--- src/pkg/ptg_pkg.sv ---
// Purpose: Shared constants and types for the PWM timer with converter trigger
// Assumes: 32-bit AXI4-Lite register access, one word per register
// Notes: All registers reset to zero

package ptg_pkg;

  // ************************************************************
  // Register offsets (byte addresses)
  // ************************************************************
  localparam logic [7:0] OFS_PIN_FUNC = 8'h00;
  localparam logic [7:0] OFS_PIN_DIR = 8'h04;
  localparam logic [7:0] OFS_CONV_CS = 8'h08;
  localparam logic [7:0] OFS_CONV_TSEL = 8'h0C;
  localparam logic [7:0] OFS_TMR_CTRL = 8'h10;
  localparam logic [7:0] OFS_TMR_MODE = 8'h14;
  localparam logic [7:0] OFS_TMR_OUTC = 8'h18;
  localparam logic [7:0] OFS_TMR_START = 8'h1C;
  localparam logic [7:0] OFS_GEN_A = 8'h20;
  localparam logic [7:0] OFS_GEN_B = 8'h24;
  localparam logic [7:0] OFS_GEN_E = 8'h28;
  localparam logic [7:0] OFS_TMR_REQEN = 8'h2C;
  localparam logic [7:0] OFS_CONV_SWST = 8'h30;
  localparam logic [7:0] OFS_CONV_DATA = 8'h34;
  localparam logic [7:0] OFS_TMR_COUNT = 8'h38;

  // ************************************************************
  // Field positions
  // ************************************************************
  localparam int CS_FLAG = 15;
  localparam int CS_IRQ_EN = 14;
  localparam int CS_TRG_EN = 11;
  localparam int CS_TIME_SEL = 8;
  localparam int CS_CLK_LSB = 6;
  localparam int CS_MODE_LSB = 4;
  localparam int CS_SCAN = 3;
  localparam int CS_CH_LSB = 0;
  localparam int PIN0_FUNC_LSB = 0;
  localparam int TCR_CLR_LSB = 5;
  localparam int TCR_EDGE_LSB = 3;
  localparam int TCR_PSC_LSB = 0;
  localparam int TMDR_MD_LSB = 0;
  localparam int TIOR_B_LSB = 4;
  localparam int TIOR_A_LSB = 0;
  localparam int REQEN_E = 7;
  localparam int RES_LSB = 6;

  // ************************************************************
  // Write masks, reserved bits read zero
  // ************************************************************
  localparam logic [15:0] MASK_PIN_FUNC = 16'h7777;
  localparam logic [15:0] MASK_CONV_CS = 16'h5BFF;
  localparam logic [7:0] MASK_TMR_MODE = 8'h7F;
  localparam logic [7:0] MASK_TMR_REQEN = 8'h83;

  // ************************************************************
  // Codes
  // ************************************************************
  localparam logic [2:0] FUNC_TIMER_OUT = 3'h1;
  localparam logic [2:0] FUNC_GPIO = 3'h0;
  localparam logic [15:0] TSEL_TMR0_CMP = 16'h0002;
  localparam logic [2:0] CLR_ON_A = 3'h1;
  localparam logic [2:0] CLR_ON_B = 3'h2;
  localparam logic [2:0] PSC_DIV4 = 3'h1;
  localparam logic [2:0] PSC_DIV16 = 3'h2;
  localparam logic [2:0] PSC_DIV64 = 3'h3;
  localparam logic [3:0] MD_PWM1 = 4'h2;
  localparam logic [1:0] MODE_SINGLE = 2'h0;
  localparam logic [1:0] RESP_OKAY = 2'h0;
  localparam logic [1:0] RESP_SLVERR = 2'h2;

  // ************************************************************
  // Conversion timing, in conversion clock states
  // ************************************************************
  localparam logic [15:0] CONV_STATES_STD = 16'h0032;
  localparam logic [15:0] CONV_STATES_ALT = 16'h0040;

  typedef enum logic {CV_IDLE, CV_RUN} ptg_cv_state_t;

  // Cycles of ref clock per conversion, minus one
  function automatic logic [15:0] conv_cycles(input logic conv_time_sel, input logic [1:0] cksl);
    logic [15:0] states;
    states = conv_time_sel ? CONV_STATES_ALT : CONV_STATES_STD;
    unique case (cksl)
      2'h0: conv_cycles = (states << 3) - 16'h0001;
      2'h1: conv_cycles = (states << 2) - 16'h0001;
      2'h2: conv_cycles = (states << 1) - 16'h0001;
      2'h3: conv_cycles = states - 16'h0001;
    endcase
  endfunction : conv_cycles

endpackage : ptg_pkg

--- src/rtl/ptg_top.sv ---
// Purpose: PWM timer channel with compare-output pin and converter it triggers
// Assumes: AXI4-Lite slave, one 20 MHz clock, converter result sampled from inputs
// Notes: All state in one struct; outputs come straight from its flops
// Contract
// - Function 001 routes compare waveform to pin
// - Direction bit 1 drives pin as output
// - Conversion interrupt only while enable bit set
// - Trigger enable starts conversion on timer event
// - Time select 0 gives 50 conversion states
// - Clock select 10 uses clock divided two
// - Mode 00 converts one channel per start
// - Scan bit 0 gives one cycle per start
// - Channel select 000 picks analog input 0
// - Trigger select 0002 picks timer compare match
// - Clear field 001 clears counter on A
// - Edge field 00 counts rising internal edges
// - Prescaler 001 divides timer clock by four
// - Buffer bits 0 keep register pairs independent
// - Mode 0010 selects PWM mode 1
// - Output B 0010 goes high on B
// - Output A 0001 goes low on A
// - Conversion end sets flag, may interrupt
// - Result in bits 15..6, low zero
// - Request enable E lets E match trigger

`timescale 1ns/10ps

module ptg_top #(
  parameter int NUM_AIN = 8,
  parameter int RES_W = 10
) (
  input wire logic ref_clk_i,
  input wire logic nrst_i,
  input wire logic [7:0] s_axi_awaddr_i,
  input wire logic s_axi_awvalid_i,
  output logic s_axi_awready_o,
  input wire logic [31:0] s_axi_wdata_i,
  input wire logic [3:0] s_axi_wstrb_i,
  input wire logic s_axi_wvalid_i,
  output logic s_axi_wready_o,
  output logic [1:0] s_axi_bresp_o,
  output logic s_axi_bvalid_o,
  input wire logic s_axi_bready_i,
  input wire logic [7:0] s_axi_araddr_i,
  input wire logic s_axi_arvalid_i,
  output logic s_axi_arready_o,
  output logic [31:0] s_axi_rdata_o,
  output logic [1:0] s_axi_rresp_o,
  output logic s_axi_rvalid_o,
  input wire logic s_axi_rready_i,
  input wire logic [NUM_AIN*RES_W-1:0] analog_inputs_i,
  output logic compare_out_pin_o,
  output logic compare_out_oe_o,
  output logic conv_end_irq_o
);

  // ************************************************************
  // Elaboration checks
  // ************************************************************
  if (NUM_AIN < 1 || NUM_AIN > 8) begin : g_bad_ain
    $error("NUM_AIN must be 1 to 8");
  end
  if (RES_W != 10) begin : g_bad_res
    $error("RES_W must be 10 to fit bits 15 to 6");
  end

  // ************************************************************
  // State
  // ************************************************************
  typedef struct packed {
    logic awrdy, wrdy, awgot, wgot, bvalid, arrdy, rvalid;
    logic [7:0] awaddr;
    logic [31:0] wdata, rdata;
    logic [3:0] wstrb;
    logic [1:0] bresp, rresp;
    logic [15:0] pin_func, pin_dir, conv_cs, conv_tsel, gen_a, gen_b, gen_e, count, cv_cnt;
    logic [7:0] tmr_ctrl, tmr_mode, tmr_outc, tmr_reqen;
    logic tmr_run, wave, pin, oe, irq;
    logic [5:0] presc;
    ptg_pkg::ptg_cv_state_t cv;
    logic [2:0] cv_ch;
    logic [RES_W-1:0] result;
  } ptg_state_t;

  ptg_state_t st_ff;
  ptg_state_t nxt_st;
  assign s_axi_awready_o = st_ff.awrdy;
  assign s_axi_wready_o = st_ff.wrdy;
  assign s_axi_bvalid_o = st_ff.bvalid;
  assign s_axi_bresp_o = st_ff.bresp;
  assign s_axi_arready_o = st_ff.arrdy;
  assign s_axi_rvalid_o = st_ff.rvalid;
  assign s_axi_rresp_o = st_ff.rresp;
  assign s_axi_rdata_o = st_ff.rdata;
  assign compare_out_pin_o = st_ff.pin;
  assign compare_out_oe_o = st_ff.oe;
  assign conv_end_irq_o = st_ff.irq;

  function automatic logic [15:0] wr16(input logic [15:0] old, input logic [31:0] d,
                                       input logic [3:0] s, input logic [15:0] m);
    logic [15:0] be;
    be = {{8{s[1]}}, {8{s[0]}}} & m;
    wr16 = (old & ~be) | (d[15:0] & be);
  endfunction : wr16

  function automatic logic [7:0] wr8(input logic [7:0] old, input logic [31:0] d,
                                     input logic [3:0] s, input logic [7:0] m);
    logic [7:0] be;
    be = {8{s[0]}} & m;
    wr8 = (old & ~be) | (d[7:0] & be);
  endfunction : wr8

  // Output level after a compare match for a 4-bit output control code
  function automatic logic out_lvl(input logic [3:0] code, input logic cur);
    unique case (code[1:0])
      2'h0: out_lvl = cur;
      2'h1: out_lvl = 1'b0;
      2'h2: out_lvl = 1'b1;
      2'h3: out_lvl = ~cur;
    endcase
  endfunction : out_lvl

  // ************************************************************
  // Decoded fields
  // ************************************************************
  logic [2:0] clr_src, psc_sel;
  logic [1:0] edge_sel;
  logic [3:0] tmr_md, ctl_a, ctl_b;
  logic [5:0] psc_mask;
  logic ptick, match_a, match_b, match_e, hw_start, sw_start;
  logic conv_start, conv_done, conv_last, wr_go;
  logic [15:0] conv_len;

  always_comb begin
    clr_src = st_ff.tmr_ctrl[ptg_pkg::TCR_CLR_LSB +: 3];
    edge_sel = st_ff.tmr_ctrl[ptg_pkg::TCR_EDGE_LSB +: 2];
    psc_sel = st_ff.tmr_ctrl[ptg_pkg::TCR_PSC_LSB +: 3];
    tmr_md = st_ff.tmr_mode[ptg_pkg::TMDR_MD_LSB +: 4];
    ctl_a = st_ff.tmr_outc[ptg_pkg::TIOR_A_LSB +: 4];
    ctl_b = st_ff.tmr_outc[ptg_pkg::TIOR_B_LSB +: 4];
    unique case (psc_sel)
      ptg_pkg::PSC_DIV4: psc_mask = 6'h03;
      ptg_pkg::PSC_DIV16: psc_mask = 6'h0F;
      ptg_pkg::PSC_DIV64: psc_mask = 6'h3F;
      default: psc_mask = 6'h00;
    endcase
    // Rising edge counts once per divided period; both-edge modes count twice, except undivided, where they count once
    if (edge_sel[1]) begin
      psc_mask = psc_mask >> 1;
    end
    ptick = st_ff.tmr_run && ((st_ff.presc & psc_mask) == psc_mask);
    match_a = ptick && (st_ff.count == st_ff.gen_a);
    match_b = ptick && (st_ff.count == st_ff.gen_b);
    match_e = ptick && (st_ff.count == st_ff.gen_e);
    hw_start = st_ff.conv_cs[ptg_pkg::CS_TRG_EN] && match_e &&
               st_ff.tmr_reqen[ptg_pkg::REQEN_E] &&
               (st_ff.conv_tsel == ptg_pkg::TSEL_TMR0_CMP);
    wr_go = st_ff.awgot && st_ff.wgot && !st_ff.bvalid;
    // Software start is ignored while hardware triggering is selected
    sw_start = wr_go && (st_ff.awaddr == ptg_pkg::OFS_CONV_SWST) && st_ff.wstrb[0] &&
               st_ff.wdata[0] && !st_ff.conv_cs[ptg_pkg::CS_TRG_EN];
    conv_start = (st_ff.cv == ptg_pkg::CV_IDLE) && (hw_start || sw_start);
    conv_len = ptg_pkg::conv_cycles(st_ff.conv_cs[ptg_pkg::CS_TIME_SEL],
                                    st_ff.conv_cs[ptg_pkg::CS_CLK_LSB +: 2]);
    conv_done = (st_ff.cv == ptg_pkg::CV_RUN) && (st_ff.cv_cnt == 16'h0000);
    conv_last = (st_ff.conv_cs[ptg_pkg::CS_MODE_LSB +: 2] == ptg_pkg::MODE_SINGLE) ||
                (st_ff.cv_ch == st_ff.conv_cs[ptg_pkg::CS_CH_LSB +: 3]);
  end

  // ************************************************************
  // Next state
  // ************************************************************
  always_comb begin
    nxt_st = st_ff;
    // Bus handshakes; address and data may arrive in either order
    if (s_axi_awvalid_i && st_ff.awrdy) begin
      nxt_st.awgot = 1'b1;
      nxt_st.awaddr = s_axi_awaddr_i;
    end
    if (s_axi_wvalid_i && st_ff.wrdy) begin
      nxt_st.wgot = 1'b1;
      nxt_st.wdata = s_axi_wdata_i;
      nxt_st.wstrb = s_axi_wstrb_i;
    end
    if (st_ff.bvalid && s_axi_bready_i) begin
      nxt_st.bvalid = 1'b0;
    end
    if (st_ff.rvalid && s_axi_rready_i) begin
      nxt_st.rvalid = 1'b0;
    end
    // Timer prescaler and counter
    nxt_st.presc = st_ff.tmr_run ? st_ff.presc + 6'h01 : 6'h00;
    if (ptick) begin
      if ((clr_src == ptg_pkg::CLR_ON_A && match_a) ||
          (clr_src == ptg_pkg::CLR_ON_B && match_b)) begin
        nxt_st.count = 16'h0000;
      end else begin
        nxt_st.count = st_ff.count + 16'h0001;
      end
    end
    // Waveform; A match wins when both fall on one tick
    if (!st_ff.tmr_run) begin
      nxt_st.wave = ctl_a[2];
    end else if (match_a) begin
      nxt_st.wave = out_lvl(ctl_a, st_ff.wave);
    end else if (match_b && tmr_md == ptg_pkg::MD_PWM1) begin
      nxt_st.wave = out_lvl(ctl_b, st_ff.wave);
    end
    // Buffer bits stay stored only: general registers A, B, E update directly
    // Converter sequencing
    unique case (st_ff.cv)
      ptg_pkg::CV_IDLE: begin
        if (conv_start) begin
          nxt_st.cv = ptg_pkg::CV_RUN;
          nxt_st.cv_cnt = conv_len;
          nxt_st.cv_ch = (st_ff.conv_cs[ptg_pkg::CS_MODE_LSB +: 2] == ptg_pkg::MODE_SINGLE) ?
                         st_ff.conv_cs[ptg_pkg::CS_CH_LSB +: 3] : 3'h0;
        end
      end
      ptg_pkg::CV_RUN: begin
        if (conv_done) begin
          nxt_st.result = analog_inputs_i[st_ff.cv_ch * RES_W +: RES_W];
          nxt_st.cv_cnt = conv_len;
          if (!conv_last) begin
            nxt_st.cv_ch = st_ff.cv_ch + 3'h1;
          end else if (st_ff.conv_cs[ptg_pkg::CS_SCAN] &&
                       st_ff.conv_cs[ptg_pkg::CS_MODE_LSB +: 2] != ptg_pkg::MODE_SINGLE) begin
            nxt_st.cv_ch = 3'h0;
          end else begin
            nxt_st.cv = ptg_pkg::CV_IDLE;
          end
        end else begin
          nxt_st.cv_cnt = st_ff.cv_cnt - 16'h0001;
        end
      end
    endcase
    // Register writes
    if (wr_go) begin
      nxt_st.awgot = 1'b0;
      nxt_st.wgot = 1'b0;
      nxt_st.bvalid = 1'b1;
      nxt_st.bresp = ptg_pkg::RESP_OKAY;
      unique case (st_ff.awaddr)
        ptg_pkg::OFS_PIN_FUNC:
          nxt_st.pin_func = wr16(st_ff.pin_func, st_ff.wdata, st_ff.wstrb,
                                 ptg_pkg::MASK_PIN_FUNC);
        ptg_pkg::OFS_PIN_DIR:
          nxt_st.pin_dir = wr16(st_ff.pin_dir, st_ff.wdata, st_ff.wstrb, 16'hFFFF);
        ptg_pkg::OFS_CONV_CS: begin
          nxt_st.conv_cs = wr16(st_ff.conv_cs, st_ff.wdata, st_ff.wstrb,
                                ptg_pkg::MASK_CONV_CS);
          // Writing 0 to the flag clears it
          if (st_ff.wstrb[1] && !st_ff.wdata[ptg_pkg::CS_FLAG]) begin
            nxt_st.conv_cs[ptg_pkg::CS_FLAG] = 1'b0;
          end
        end
        ptg_pkg::OFS_CONV_TSEL:
          nxt_st.conv_tsel = wr16(st_ff.conv_tsel, st_ff.wdata, st_ff.wstrb, 16'hFFFF);
        ptg_pkg::OFS_TMR_CTRL:
          nxt_st.tmr_ctrl = wr8(st_ff.tmr_ctrl, st_ff.wdata, st_ff.wstrb, 8'hFF);
        ptg_pkg::OFS_TMR_MODE:
          nxt_st.tmr_mode = wr8(st_ff.tmr_mode, st_ff.wdata, st_ff.wstrb,
                                ptg_pkg::MASK_TMR_MODE);
        ptg_pkg::OFS_TMR_OUTC:
          nxt_st.tmr_outc = wr8(st_ff.tmr_outc, st_ff.wdata, st_ff.wstrb, 8'hFF);
        ptg_pkg::OFS_TMR_START:
          if (st_ff.wstrb[0]) begin
            nxt_st.tmr_run = st_ff.wdata[0];
          end
        ptg_pkg::OFS_GEN_A: nxt_st.gen_a = wr16(st_ff.gen_a, st_ff.wdata, st_ff.wstrb, 16'hFFFF);
        ptg_pkg::OFS_GEN_B: nxt_st.gen_b = wr16(st_ff.gen_b, st_ff.wdata, st_ff.wstrb, 16'hFFFF);
        ptg_pkg::OFS_GEN_E: nxt_st.gen_e = wr16(st_ff.gen_e, st_ff.wdata, st_ff.wstrb, 16'hFFFF);
        ptg_pkg::OFS_TMR_REQEN:
          nxt_st.tmr_reqen = wr8(st_ff.tmr_reqen, st_ff.wdata, st_ff.wstrb,
                                 ptg_pkg::MASK_TMR_REQEN);
        // Software write to the counter overrides the count on the same edge
        ptg_pkg::OFS_TMR_COUNT:
          nxt_st.count = wr16(st_ff.count, st_ff.wdata, st_ff.wstrb, 16'hFFFF);
        ptg_pkg::OFS_CONV_SWST, ptg_pkg::OFS_CONV_DATA: ;
        default: nxt_st.bresp = ptg_pkg::RESP_SLVERR;
      endcase
    end
    // Conversion end sets the flag after any clear, so the set wins
    if (conv_done && conv_last) begin
      nxt_st.conv_cs[ptg_pkg::CS_FLAG] = 1'b1;
    end
    // Reads answer the cycle after the address is taken
    if (s_axi_arvalid_i && st_ff.arrdy) begin
      nxt_st.rvalid = 1'b1;
      nxt_st.rresp = ptg_pkg::RESP_OKAY;
      nxt_st.rdata = 32'h0000_0000;
      unique case (s_axi_araddr_i)
        ptg_pkg::OFS_PIN_FUNC: nxt_st.rdata[15:0] = st_ff.pin_func;
        ptg_pkg::OFS_PIN_DIR: nxt_st.rdata[15:0] = st_ff.pin_dir;
        ptg_pkg::OFS_CONV_CS: nxt_st.rdata[15:0] = st_ff.conv_cs;
        ptg_pkg::OFS_CONV_TSEL: nxt_st.rdata[15:0] = st_ff.conv_tsel;
        ptg_pkg::OFS_TMR_CTRL: nxt_st.rdata[7:0] = st_ff.tmr_ctrl;
        ptg_pkg::OFS_TMR_MODE: nxt_st.rdata[7:0] = st_ff.tmr_mode;
        ptg_pkg::OFS_TMR_OUTC: nxt_st.rdata[7:0] = st_ff.tmr_outc;
        ptg_pkg::OFS_TMR_START: nxt_st.rdata[0] = st_ff.tmr_run;
        ptg_pkg::OFS_GEN_A: nxt_st.rdata[15:0] = st_ff.gen_a;
        ptg_pkg::OFS_GEN_B: nxt_st.rdata[15:0] = st_ff.gen_b;
        ptg_pkg::OFS_GEN_E: nxt_st.rdata[15:0] = st_ff.gen_e;
        ptg_pkg::OFS_TMR_REQEN: nxt_st.rdata[7:0] = st_ff.tmr_reqen;
        ptg_pkg::OFS_CONV_SWST: nxt_st.rdata[0] = (st_ff.cv == ptg_pkg::CV_RUN);
        ptg_pkg::OFS_CONV_DATA:
          nxt_st.rdata[ptg_pkg::RES_LSB +: RES_W] = st_ff.result;
        ptg_pkg::OFS_TMR_COUNT: nxt_st.rdata[15:0] = st_ff.count;
        default: nxt_st.rresp = ptg_pkg::RESP_SLVERR;
      endcase
    end
    // Ready flags held in flops so outputs come straight from registers
    nxt_st.awrdy = !nxt_st.awgot && !nxt_st.bvalid;
    nxt_st.wrdy = !nxt_st.wgot && !nxt_st.bvalid;
    nxt_st.arrdy = !nxt_st.rvalid;
    // Pin routing
    unique case (st_ff.pin_func[ptg_pkg::PIN0_FUNC_LSB +: 3])
      ptg_pkg::FUNC_TIMER_OUT: begin
        nxt_st.pin = st_ff.wave;
        nxt_st.oe = st_ff.pin_dir[0];
      end
      // No port data register here: plain I/O output drives low
      ptg_pkg::FUNC_GPIO: begin
        nxt_st.pin = 1'b0;
        nxt_st.oe = st_ff.pin_dir[0];
      end
      default: begin
        nxt_st.pin = 1'b0;
        nxt_st.oe = 1'b0;
      end
    endcase
    nxt_st.irq = nxt_st.conv_cs[ptg_pkg::CS_FLAG] && nxt_st.conv_cs[ptg_pkg::CS_IRQ_EN];
  end

  always_ff @(posedge ref_clk_i or negedge nrst_i) begin
    if (!nrst_i) begin
      st_ff <= '0;
    end else begin
      st_ff <= nxt_st;
    end
  end
endmodule : ptg_top

--- config.mk ---
export PLATFORM = sky130hd
export DESIGN_NAME = ptg_top
export DESIGN_NICKNAME = d
export VERILOG_FILES = /design/src/pkg/ptg_pkg.sv /design/src/rtl/ptg_top.sv
export SDC_FILE = /design/constraint.sdc
export NUM_CORES = 1
export LEC_CHECK = 0
export ABC_CLOCK_PERIOD_IN_PS = 2800
export BUFFER_PORTS_ARGS = -buffer_cell sky130_fd_sc_hd__buf_2
export CAP_MARGIN = 20
export CORE_MARGIN = 2
export CORE_UTILIZATION = 50
export DETAILED_ROUTE_END_ITERATION = 10
export PLACE_DENSITY = 0.71
export REMOVE_ABC_BUFFERS = 1
export SYNTH_ARGS = -nofsm -noshare
export SYNTH_HDL_FRONTEND = slang
export SYNTH_SLANG_ARGS = --single-unit
--- constraint.sdc ---
create_clock -name ref_clk_i -period 2.8 [get_ports ref_clk_i]
set_input_delay 0 -clock ref_clk_i [delete_from_list [all_inputs] [get_ports ref_clk_i]]
set_output_delay 0 -clock ref_clk_i [all_outputs]
set_load 0.005 [all_outputs]
# Word level (Yosys, flattened, before mapping)
# Cells that the tools add are included.
[totals] ff_bits=254 latchBits=0 ram_bits=0 rom_bits=0 out_inout_bits=44 memories=0
[op_classes] addsub=8 n_mul=1 div_mod_pow=0 n_lt_le_gt_ge=0 n_eq_ne=56 shifts=1 mux=45 bitwise_logic=39 n_reduce_logical=65
[op_table] operator="16-bit 2-to-1 mux" n=10
[op_table] operator="16-bit AND" n=9
[op_table] operator="16-bit OR" n=8
[op_table] operator="8-bit by 6-bit equality test with 1-bit output (second input constant)" n=14
[op_table] operator="96-bit 2-to-1 mux" n=1
[op_table] operator="80-bit by 8-bit indexed part select with 10-bit output" n=1
[op_table] operator="8-bit case mux with 9 select lines" n=1
[op_table] operator="8-bit by 5-bit equality test with 1-bit output (second input constant)" n=8
[op_table] operator="16-bit case mux with 4 select lines" n=1
[op_table] operator="5-bit case mux with 12 select lines" n=1
[op_table] operator="8-bit AND" n=6
[op_table] operator="16-bit equality test" n=3
[op_table] operator="16-bit by 15-bit AND with 16-bit output" n=2
[op_table] operator="8-bit by 4-bit equality test with 1-bit output (second input constant)" n=4
[op_table] operator="15-bit NOT with 16-bit output" n=2
[op_table] operator="8-bit OR" n=4
[op_table] operator="16-bit case mux with 2 select lines" n=1
[op_table] operator="15-bit OR reduction" n=2
[op_table] operator="1-bit logical AND" n=29
[op_table] operator="2-bit case mux with 13 select lines" n=1
[op_table] operator="2-bit AND reduction" n=12
[op_table] operator="6-bit case mux with 3 select lines" n=1
[op_table] operator="16-bit by 1-bit adder with 16-bit output (second input constant)" n=1
[op_table] operator="16-bit by 2-bit equality test with 1-bit output (second input constant)" n=1
[op_table] operator="other kinds (46)" n=92

# Depth between registers and ports, before layout
# Gate-level depths: netlist of the first run.
[logic_depth] depth_word=15 ltp_mapped=9 depth_no_buf=8

# Worst setup path after synthesis of the first run
# OpenSTA, ideal clock, no wires.
[synth_path] path_type="register -> register" start="reg st_ff[57] in the netlist's numbering" end="reg st_ff[69] in the netlist's numbering" setup_ns=0.121 arrival_time_ns=2.334 t_required_ns=2.679 path_slack_ns=0.345 path_stages_with_launch=10 n_path_buf=1 period_less_slack_ns=2.455 path_cell_list="dfrtp_1 inv_1 ha_1 or3b_2 or4_4 or2_1 buf_2 nand3_1 o21ai_0 a22o_1"
[synth_between] elab_chain_cells=4 elab_cells_between_ends=5 classes_between="add/sub: 1; mux: 2; reduce/logical: 2"
[synth_lines] element="start: declaration" line_no="ptg_top.sv:85" rtl="ptg_state_t st_ff;"
[synth_lines] element="start signal: assignment" line_no="ptg_top.sv:339" rtl="st_ff <= nxt_st;"
[synth_lines] element="parallel branches: the longest is 2 deep, another holds 16-bit by 1-bit subtractor with 16-bit output"
[synth_lines] element="16-bit 2-to-1 mux *" line_no="ptg_top.sv:221" rtl="if (conv_done) begin"
[synth_lines] element="16-bit case mux with 2 select lines *" line_no="ptg_top.sv:211" rtl="unique case (st_ff.cv)"
# Mark *: on every way between the ends.
# A chain may end at the register's enable or synchronous reset.

# Worst setup path in the final report of the first run
[layout_path] start="reg st_ff[10] in the netlist's numbering" end="reg st_ff[6] in the netlist's numbering"
[layout_between] elab_chain_cells=2
[layout_lines] element="3-bit by 3-bit multiplier with 6-bit output" line_no="ptg_top.sv:222" rtl="nxt_st.result = analog_inputs_i[st_ff.cv_ch * RES_W +: RES_W];"
[layout_lines] element="80-bit by 8-bit indexed part select with 10-bit output" line_no="ptg_top.sv:222"
# No other way between the ends.

==> impl_metrics.ini, run 1 <==
[yosys]
synth.cell_area_sq_mm = 0.01348
synth_edf_count = 0
async_reset_ff_frac = 1.000
synth_largest_type_area_fraction = 0.4457
synth_ff_type = dfrtp_1
yosys_register_bits = 240
synth_area_leader_cell = dfrtp_1
post_synth_main_area_contributors = dfrtp_1 (45%), mux2_2 (13%), mux4_2 (3.8%), mux2i_1 (3.6%), xnor2_1 (3.1%)
synth_seq_area_share = 0.4457
postSynthAreaPerCell_sq_um = 10.94
postSynthCellCount = 1232
ys_warn_count = 0
synthDistinctLibCells = 82

[sta]
max_slew_margin = 0.4144
final_max_slew_viol_count = 0
max_slew.worst_pin.slew_ps = 866.3
whs_ps = 4.432
setup_tns_after_final_layout_ps = 0
period_minus_slack_ps = 2650
finalHoldViolations = 0
max_freq_mhz = 377.3
setup_viol = 0
rsz_0062_raised_after_global_routing = no
final_min_period_over_clock_period = 0.9465
final_skew_ps = 10.63

[route]
route.vias.total = 11160
drt_pre_antenna_iters = 5
vias_per_cell = 6.251
post_drt_wl_per_cell_um = 23.61
routed_wl_um = 42170
drc_errors = 0
drtIter0Drc = 1058
postRouteAntennaNets = 0

[critical_path]
crit_buf_inv = 3
timing_worst_setup_path_type = flop to flop
critical_path.startpoint_type = flop
worst-endpoint-required_ps = 3230
timing.critical_path.mode_cell = dlygate4sd3_1
worst_path_dominant_cell_family = buffers and inverters
worst_path_largest_cell_delay_ps = 580
path_cells = buf_12 > mux4_2 > dlygate4sd3_1 > mux2i_1 > dlygate4sd3_1 > o21ai_1
worstSetupEndpointType = flop
cp_slowest_cell = dlygate4sd3_1
reg2reg_setup_slack_ps = 150
critical_path_arrival_ps = 3080
worst-path-max-fanout = 24
ff2ff_path_depth = 6
capturing_point_of_the_worst_reg2reg_path = st_ff[6]
rr_startpoint = st_ff[10]

[die]
floorplan.initialDensity = 0.5042
num_io_pins = 183
chipWidth_um = 168.2
core_region_area_sq_mm = 0.02673
row_count = 60
floorplan.die_area_sq_mm = 0.02828
die_height_um = 168.2

[grt]
grt_overflow = 0
gr-usage-all-layers = 0.2975
grt_pass1_wl_um = 64420
number_of_global_route_vias_before_repair = 11240
grt_antenna_before_repair = 1
grt_max_degree = 87

[clocking]
cts_inserted_buffers = 27
clockBufferDepth = 3
clk_pin_slew_ps = 60
clkLatencyLatePin_ps = 540
clockRootBuffer = clkbuf_16
h-tree-depth = 1
cts_num_sinks = 240
tritoncts = built

[finish]
area_growth_from_synthesis_to_final_layout_pct = 18.93
design.final.nets = 1574
final_common_cell = dfrtp_1
post_route_cells_drive_above_1_share = 0.3146
layout_common_cells = dfrtp_1 (240), mux2_2 (161), buf_2 (145), nand2_1 (93), buf_4 (60)
finalCoreUtilization = 0.5997
filler_cell_count = 2210

[pwr]
power_mw = 11.78
cellLeakagePower_nw = 7.395
pwr_density_cell_mw_per_mm2 = 735.1
max-vdd-ir-drop_v = 0.0005681

[hold_path]
hold_end = st_ff[3]
min_path_cells = 4
worst_hold_startpoint = analog_inputs_i[33]
hold_path.class = input pin to flop

[outcome]
outcome = completed

[placement]
globalplace.congestion = 1.012
place.detailed.hpwl_um = 30800
port-buffer-count = 146

[run]
maxCapViolCount = 0
-- stage by stage --
step	setup slack (ps)	std cells	area (sq um)
final	149.9	1786	16030
after global routing	17.28	1785	16020
after CTS	39.51	1784	16010
after detailed placement	161.3	1685	14620
after global placement	206.9	1685	14620
after floorplan	237.6	1135	12940
-- cell families (layout without fill, tap and decap cells) --
family	after synthesis	after routing	share of synthesized area
xor gates and xnor gates	75	75	0.04875
muxes	232	232	0.2086
DFF	240	240	0.4457
buffers and inverters	132	326	0.04977
and+or+nand+nor	326	326	0.1290
AOI/OAI and AO/OA	218	218	0.1105
adders and majority gates	8	8	0.007428
other	1	20	0.0002783
-- how the worst max path moves through the flow --
stage	slack (ps)	from	end	cells after the start
2_1_floorplan	240	flop	st_ff[10]	5
3_3_place_gp	210	st_ff[57]	st_ff[69]	8
3_5_place_dp	160	st_ff[57]	st_ff[4]	8
4_1_cts	40	st_ff[10]	st_ff[9]	6
5_1_grt	20	st_ff[57]	st_ff[12]	8
6_report	150	st_ff[10]	st_ff[6]	6
-- synth_stat cells, types with 5 or more instances --
master	n
dfrtp_1	240
mux2_2	161
nand2_1	93
clkbuf_1	64
o21ai_0	51
nor2_1	50
mux2i_1	48
xnor2_1	48
buf_4	37
a22oi_1	31
nand3_1	30
nor3_1	28
xor2_1	27
a21oi_1	25
mux4_2	23
nor4_1	19
inv_1	17
nand4_1	17
o22ai_1	14
and3_1	12
nor4b_1	12
o21ai_1	11
nor2b_1	10
a22o_1	9
a31oi_1	9
o211ai_1	9
ha_1	8
or4_1	7
and2_1	6
or3_1	6
a211oi_1	5
a32oi_1	5
buf_2	5
nand2b_1	5
-- routing by layer --
layer / vias up / part of all wire / global-route usage
li1: 4907 / - / -
met1: 5602 / 0.40 / 0.3901
met2: 539 / 0.48 / 0.4925
met3: 116 / 0.082 / 0.05172
met4: 0 / 0.045 / 0.1233
met5: - / 0 / 0
-- power breakdown --
part,internal (mW),switching (mW)
clock network,2.00,1.42
logic,1.54,1.66
registers,4.06,1.11
-- timing repair --
item / 4_1_cts / 5_1_grt
hold buffers: 54 / 0
endpoints found under the setup margin: 0 / 6
gates resized for setup: 0 / 5
hold endpoints to repair: 147 / 0
buffers inserted: 0 / 0
-- worst reg2reg max path, stage by stage (launching register included) --
cell           delay, ps
dfrtp_1              420
buf_12               230
mux4_2               520
dlygate4sd3_1        580
mux2i_1              160
dlygate4sd3_1        570
o21ai_1               60
-- final cells by class --
cell class,instances,area (sq um),share of cell area
inverters,18,67.56,0.004216
repair buffers,263,1792,0.1118
clock inverters,4,27.53,0.001718
well taps,341,426.7,0.02662
flip-flops and latches,240,6006,0.3747
clock buffers,41,818.3,0.05106
multi-input cells,877,6884,0.4295
diodes,2,5.005,0.0003123
Power figures use the tool's default switching activity.
==> run 2, diff against run 1 <==
CORE_ASPECT_RATIO = 1.75   (was default)
==> run 2 against run 1 <==
Global-route usage up 3.0 points. Routed wire length up 8.1%. Register-to-register slack worse by 20 ps. Fmax down 0.68%. Non-clock buffer count up 19. Sequential share of layout area down 0.35 points. Clock skew up 11 ps. Critical path type unchanged. Clock power up 6.7%. Die area up 0.19%. Worst hold slack about the same. Sequential power about the same. Clock-buffer cell count down 16. Largest power group unchanged.
==> impl_metrics.ini, run 2 (synthesis gave the netlist of run 1 again) <==
[placement]
place.detailed.hpwl_um = 33710
detailed_place.area_sq_mm = 0.01475
globalplace.congestion = 1.050
port-buffer-count = 146

[critical_path]
rr_startpoint = st_ff[10]
timing_worst_setup_path_type = flop to flop
crit_buf_inv = 3
worst_path_dominant_cell_family = buffers and inverters
worst-endpoint-required_ps = 3220
path_cells = buf_12 > mux4_2 > dlygate4sd3_1 > mux2i_1 > dlygate4sd3_1 > o21ai_0
cp_slowest_cell = dlygate4sd3_1
reg2reg_setup_slack_ps = 130
ff2ff_path_depth = 6
worst_path_largest_cell_delay_ps = 580
critical_path_arrival_ps = 3090
capturing_point_of_the_worst_reg2reg_path = st_ff[3]
worstSetupEndpointType = flop
critical_path.startpoint_type = flop
worst-path-max-fanout = 24
timing.critical_path.mode_cell = dlygate4sd3_1

[pwr]
netSwitchingFraction = 0.3528
clockPowerShare = 0.300
internal_power_mw = 7.834
power_frac_seq = 0.424
p_sw_mw = 4.271
pwr_density_cell_mw_per_mm2 = 748.2
p_comb_frac = 0.275
max-vdd-ir-drop_v = 0.0005355
cellLeakagePower_nw = 7.491

[route]
drtIter0Drc = 840
drc_errors = 0
postRouteAntennaNets = 0
drt_pre_antenna_iters = 5
route.vias.total = 11250
vias_per_cell = 6.317
routed_wl_um = 45560
post_drt_wl_per_cell_um = 25.58

[clocking]
cts_num_sinks = 240
cts.repair_timing.setup_buffer_count = 0
clockRootBuffer = clkbuf_16
clk_pin_slew_ps = 70
tritoncts = built
cts_inserted_buffers = 23
h-tree-depth = 1
clkLatencyLatePin_ps = 540
clockBufferDepth = 3

[finish]
layout_common_cells = dfrtp_1 (240), mux2_2 (161), buf_2 (145), nand2_1 (93), buf_4 (77)
final_area_sq_mm = 0.01618
filler_cell_count = 2136
antenna-diode-count = 0
post_route_cells_drive_above_1_share = 0.3233
final_common_cell = dfrtp_1
area_growth_from_synthesis_to_final_layout_pct = 20.07
design.final.nets = 1589

[hold_path]
worst_hold_startpoint = analog_inputs_i[15]
min_path_cells = 4
hold_path.class = input pin to flop
hold_end = st_ff[5]

[die]
chipWidth_um = 128.1
floorplan.initialDensity = 0.5068
num_io_pins = 183
floorplan.die_area_sq_mm = 0.02833
row_count = 79
core_region_area_sq_mm = 0.02659
die_height_um = 221.2

[sta]
rsz_0062_raised_after_global_routing = no
final_skew_ps = 22.13
period_minus_slack_ps = 2668
max_slew_margin = 0.4924
final_max_slew_viol_count = 0
setup_viol = 0
max_slew.worst_pin.slew_ps = 750.8
max_freq_mhz = 374.8
setup_tns_after_final_layout_ps = 0
finalHoldViolations = 0
final_min_period_over_clock_period = 0.9529

[grt]
grt_antenna_before_repair = 0
grt_max_degree = 89
grt_pass1_wl_um = 69830
gr-usage-all-layers = 0.3275
number_of_global_route_vias_before_repair = 11990
grt_overflow = 0

[run]
maxCapViolCount = 0

[outcome]
outcome = completed
[run 2: cell count changes in the layout (fill, tap and decap cells not counted), sizes merged]
cell	delta
buf	+18
bufinv	+7
clkbuf	-16
clkinv	+3
clkinvlp	+2
diode	-2
dlygate4sd3	+1
inv	-1
[run 2: repair_timing]
item                                    4_1_cts  5_1_grt
resized for setup                             0        4
hold buffers                                 55        0
endpoints found under the setup margin        0        5
hold endpoints to repair                    125        0
[run 2: per-layer routing]
layer | share of wire | GRT usage
met1 | 0.33 | 0.3491
met2 | 0.52 | 0.5834
met3 | 0.056 | 0.03844
met4 | 0.091 | 0.2432
met5 | 0 | 0
[run 2: worst max path at each step]
stage                     depth (start not counted)             end       from  slack [ps]
after global placement                            8  conv_end_irq_o  st_ff[57]         150
after detailed placement                          8        st_ff[0]  st_ff[57]         140
after CTS                                         6        st_ff[3]  st_ff[10]          60
after floorplan                                   5       st_ff[10]       flop         240
after global routing                              8       st_ff[69]  st_ff[57]           7
final                                             6        st_ff[3]  st_ff[10]         130
[run 2: worst register-to-register path: stages (launching register included)]
cell           delay (ps)
dfrtp_1               410
buf_12                220
mux4_2                540
dlygate4sd3_1         580
mux2i_1               150
dlygate4sd3_1         580
o21ai_0                70
[run 2: through the flow]
stage                     power [mW]  hold WS, ps    util  setup slack (ps)  cells
after floorplan                6.712       -295.6       -             237.6   1135
after global placement         8.242        49.78  0.5546             150.0   1686
after detailed placement       8.333        50.10  0.5546             142.0   1686
after CTS                      12.03        1.936  0.6080             57.37   1781
after global routing           12.61        46.45  0.6085             6.557   1781
final                          12.10        4.644  0.6085             131.8   1781
[run 2: power by group through the flow]
stage | sequential, mW | clock [mW] | combinational (mW)
after detailed placement | 5.15 | 0 | 3.19
after global placement | 5.11 | 0 | 3.13
after global routing | 5.19 | 3.82 | 3.60
final | 5.14 | 3.64 | 3.33
after floorplan | 4.73 | 0 | 1.99
after CTS | 5.08 | 3.67 | 3.28
[run 2: layout make-up]
| type | instances | area (sq um) | share of cell area |
|---|---|---|---|
| clock buffers | 25 | 603.1 | 0.03727 |
| repair buffers | 282 | 1949 | 0.1205 |
| multi-input cells | 877 | 6882 | 0.4253 |
| clock inverters | 15 | 266.5 | 0.01647 |
| well taps | 324 | 405.4 | 0.02506 |
| flip-flops and latches | 240 | 6006 | 0.3712 |
| inverters | 18 | 67.56 | 0.004176 |
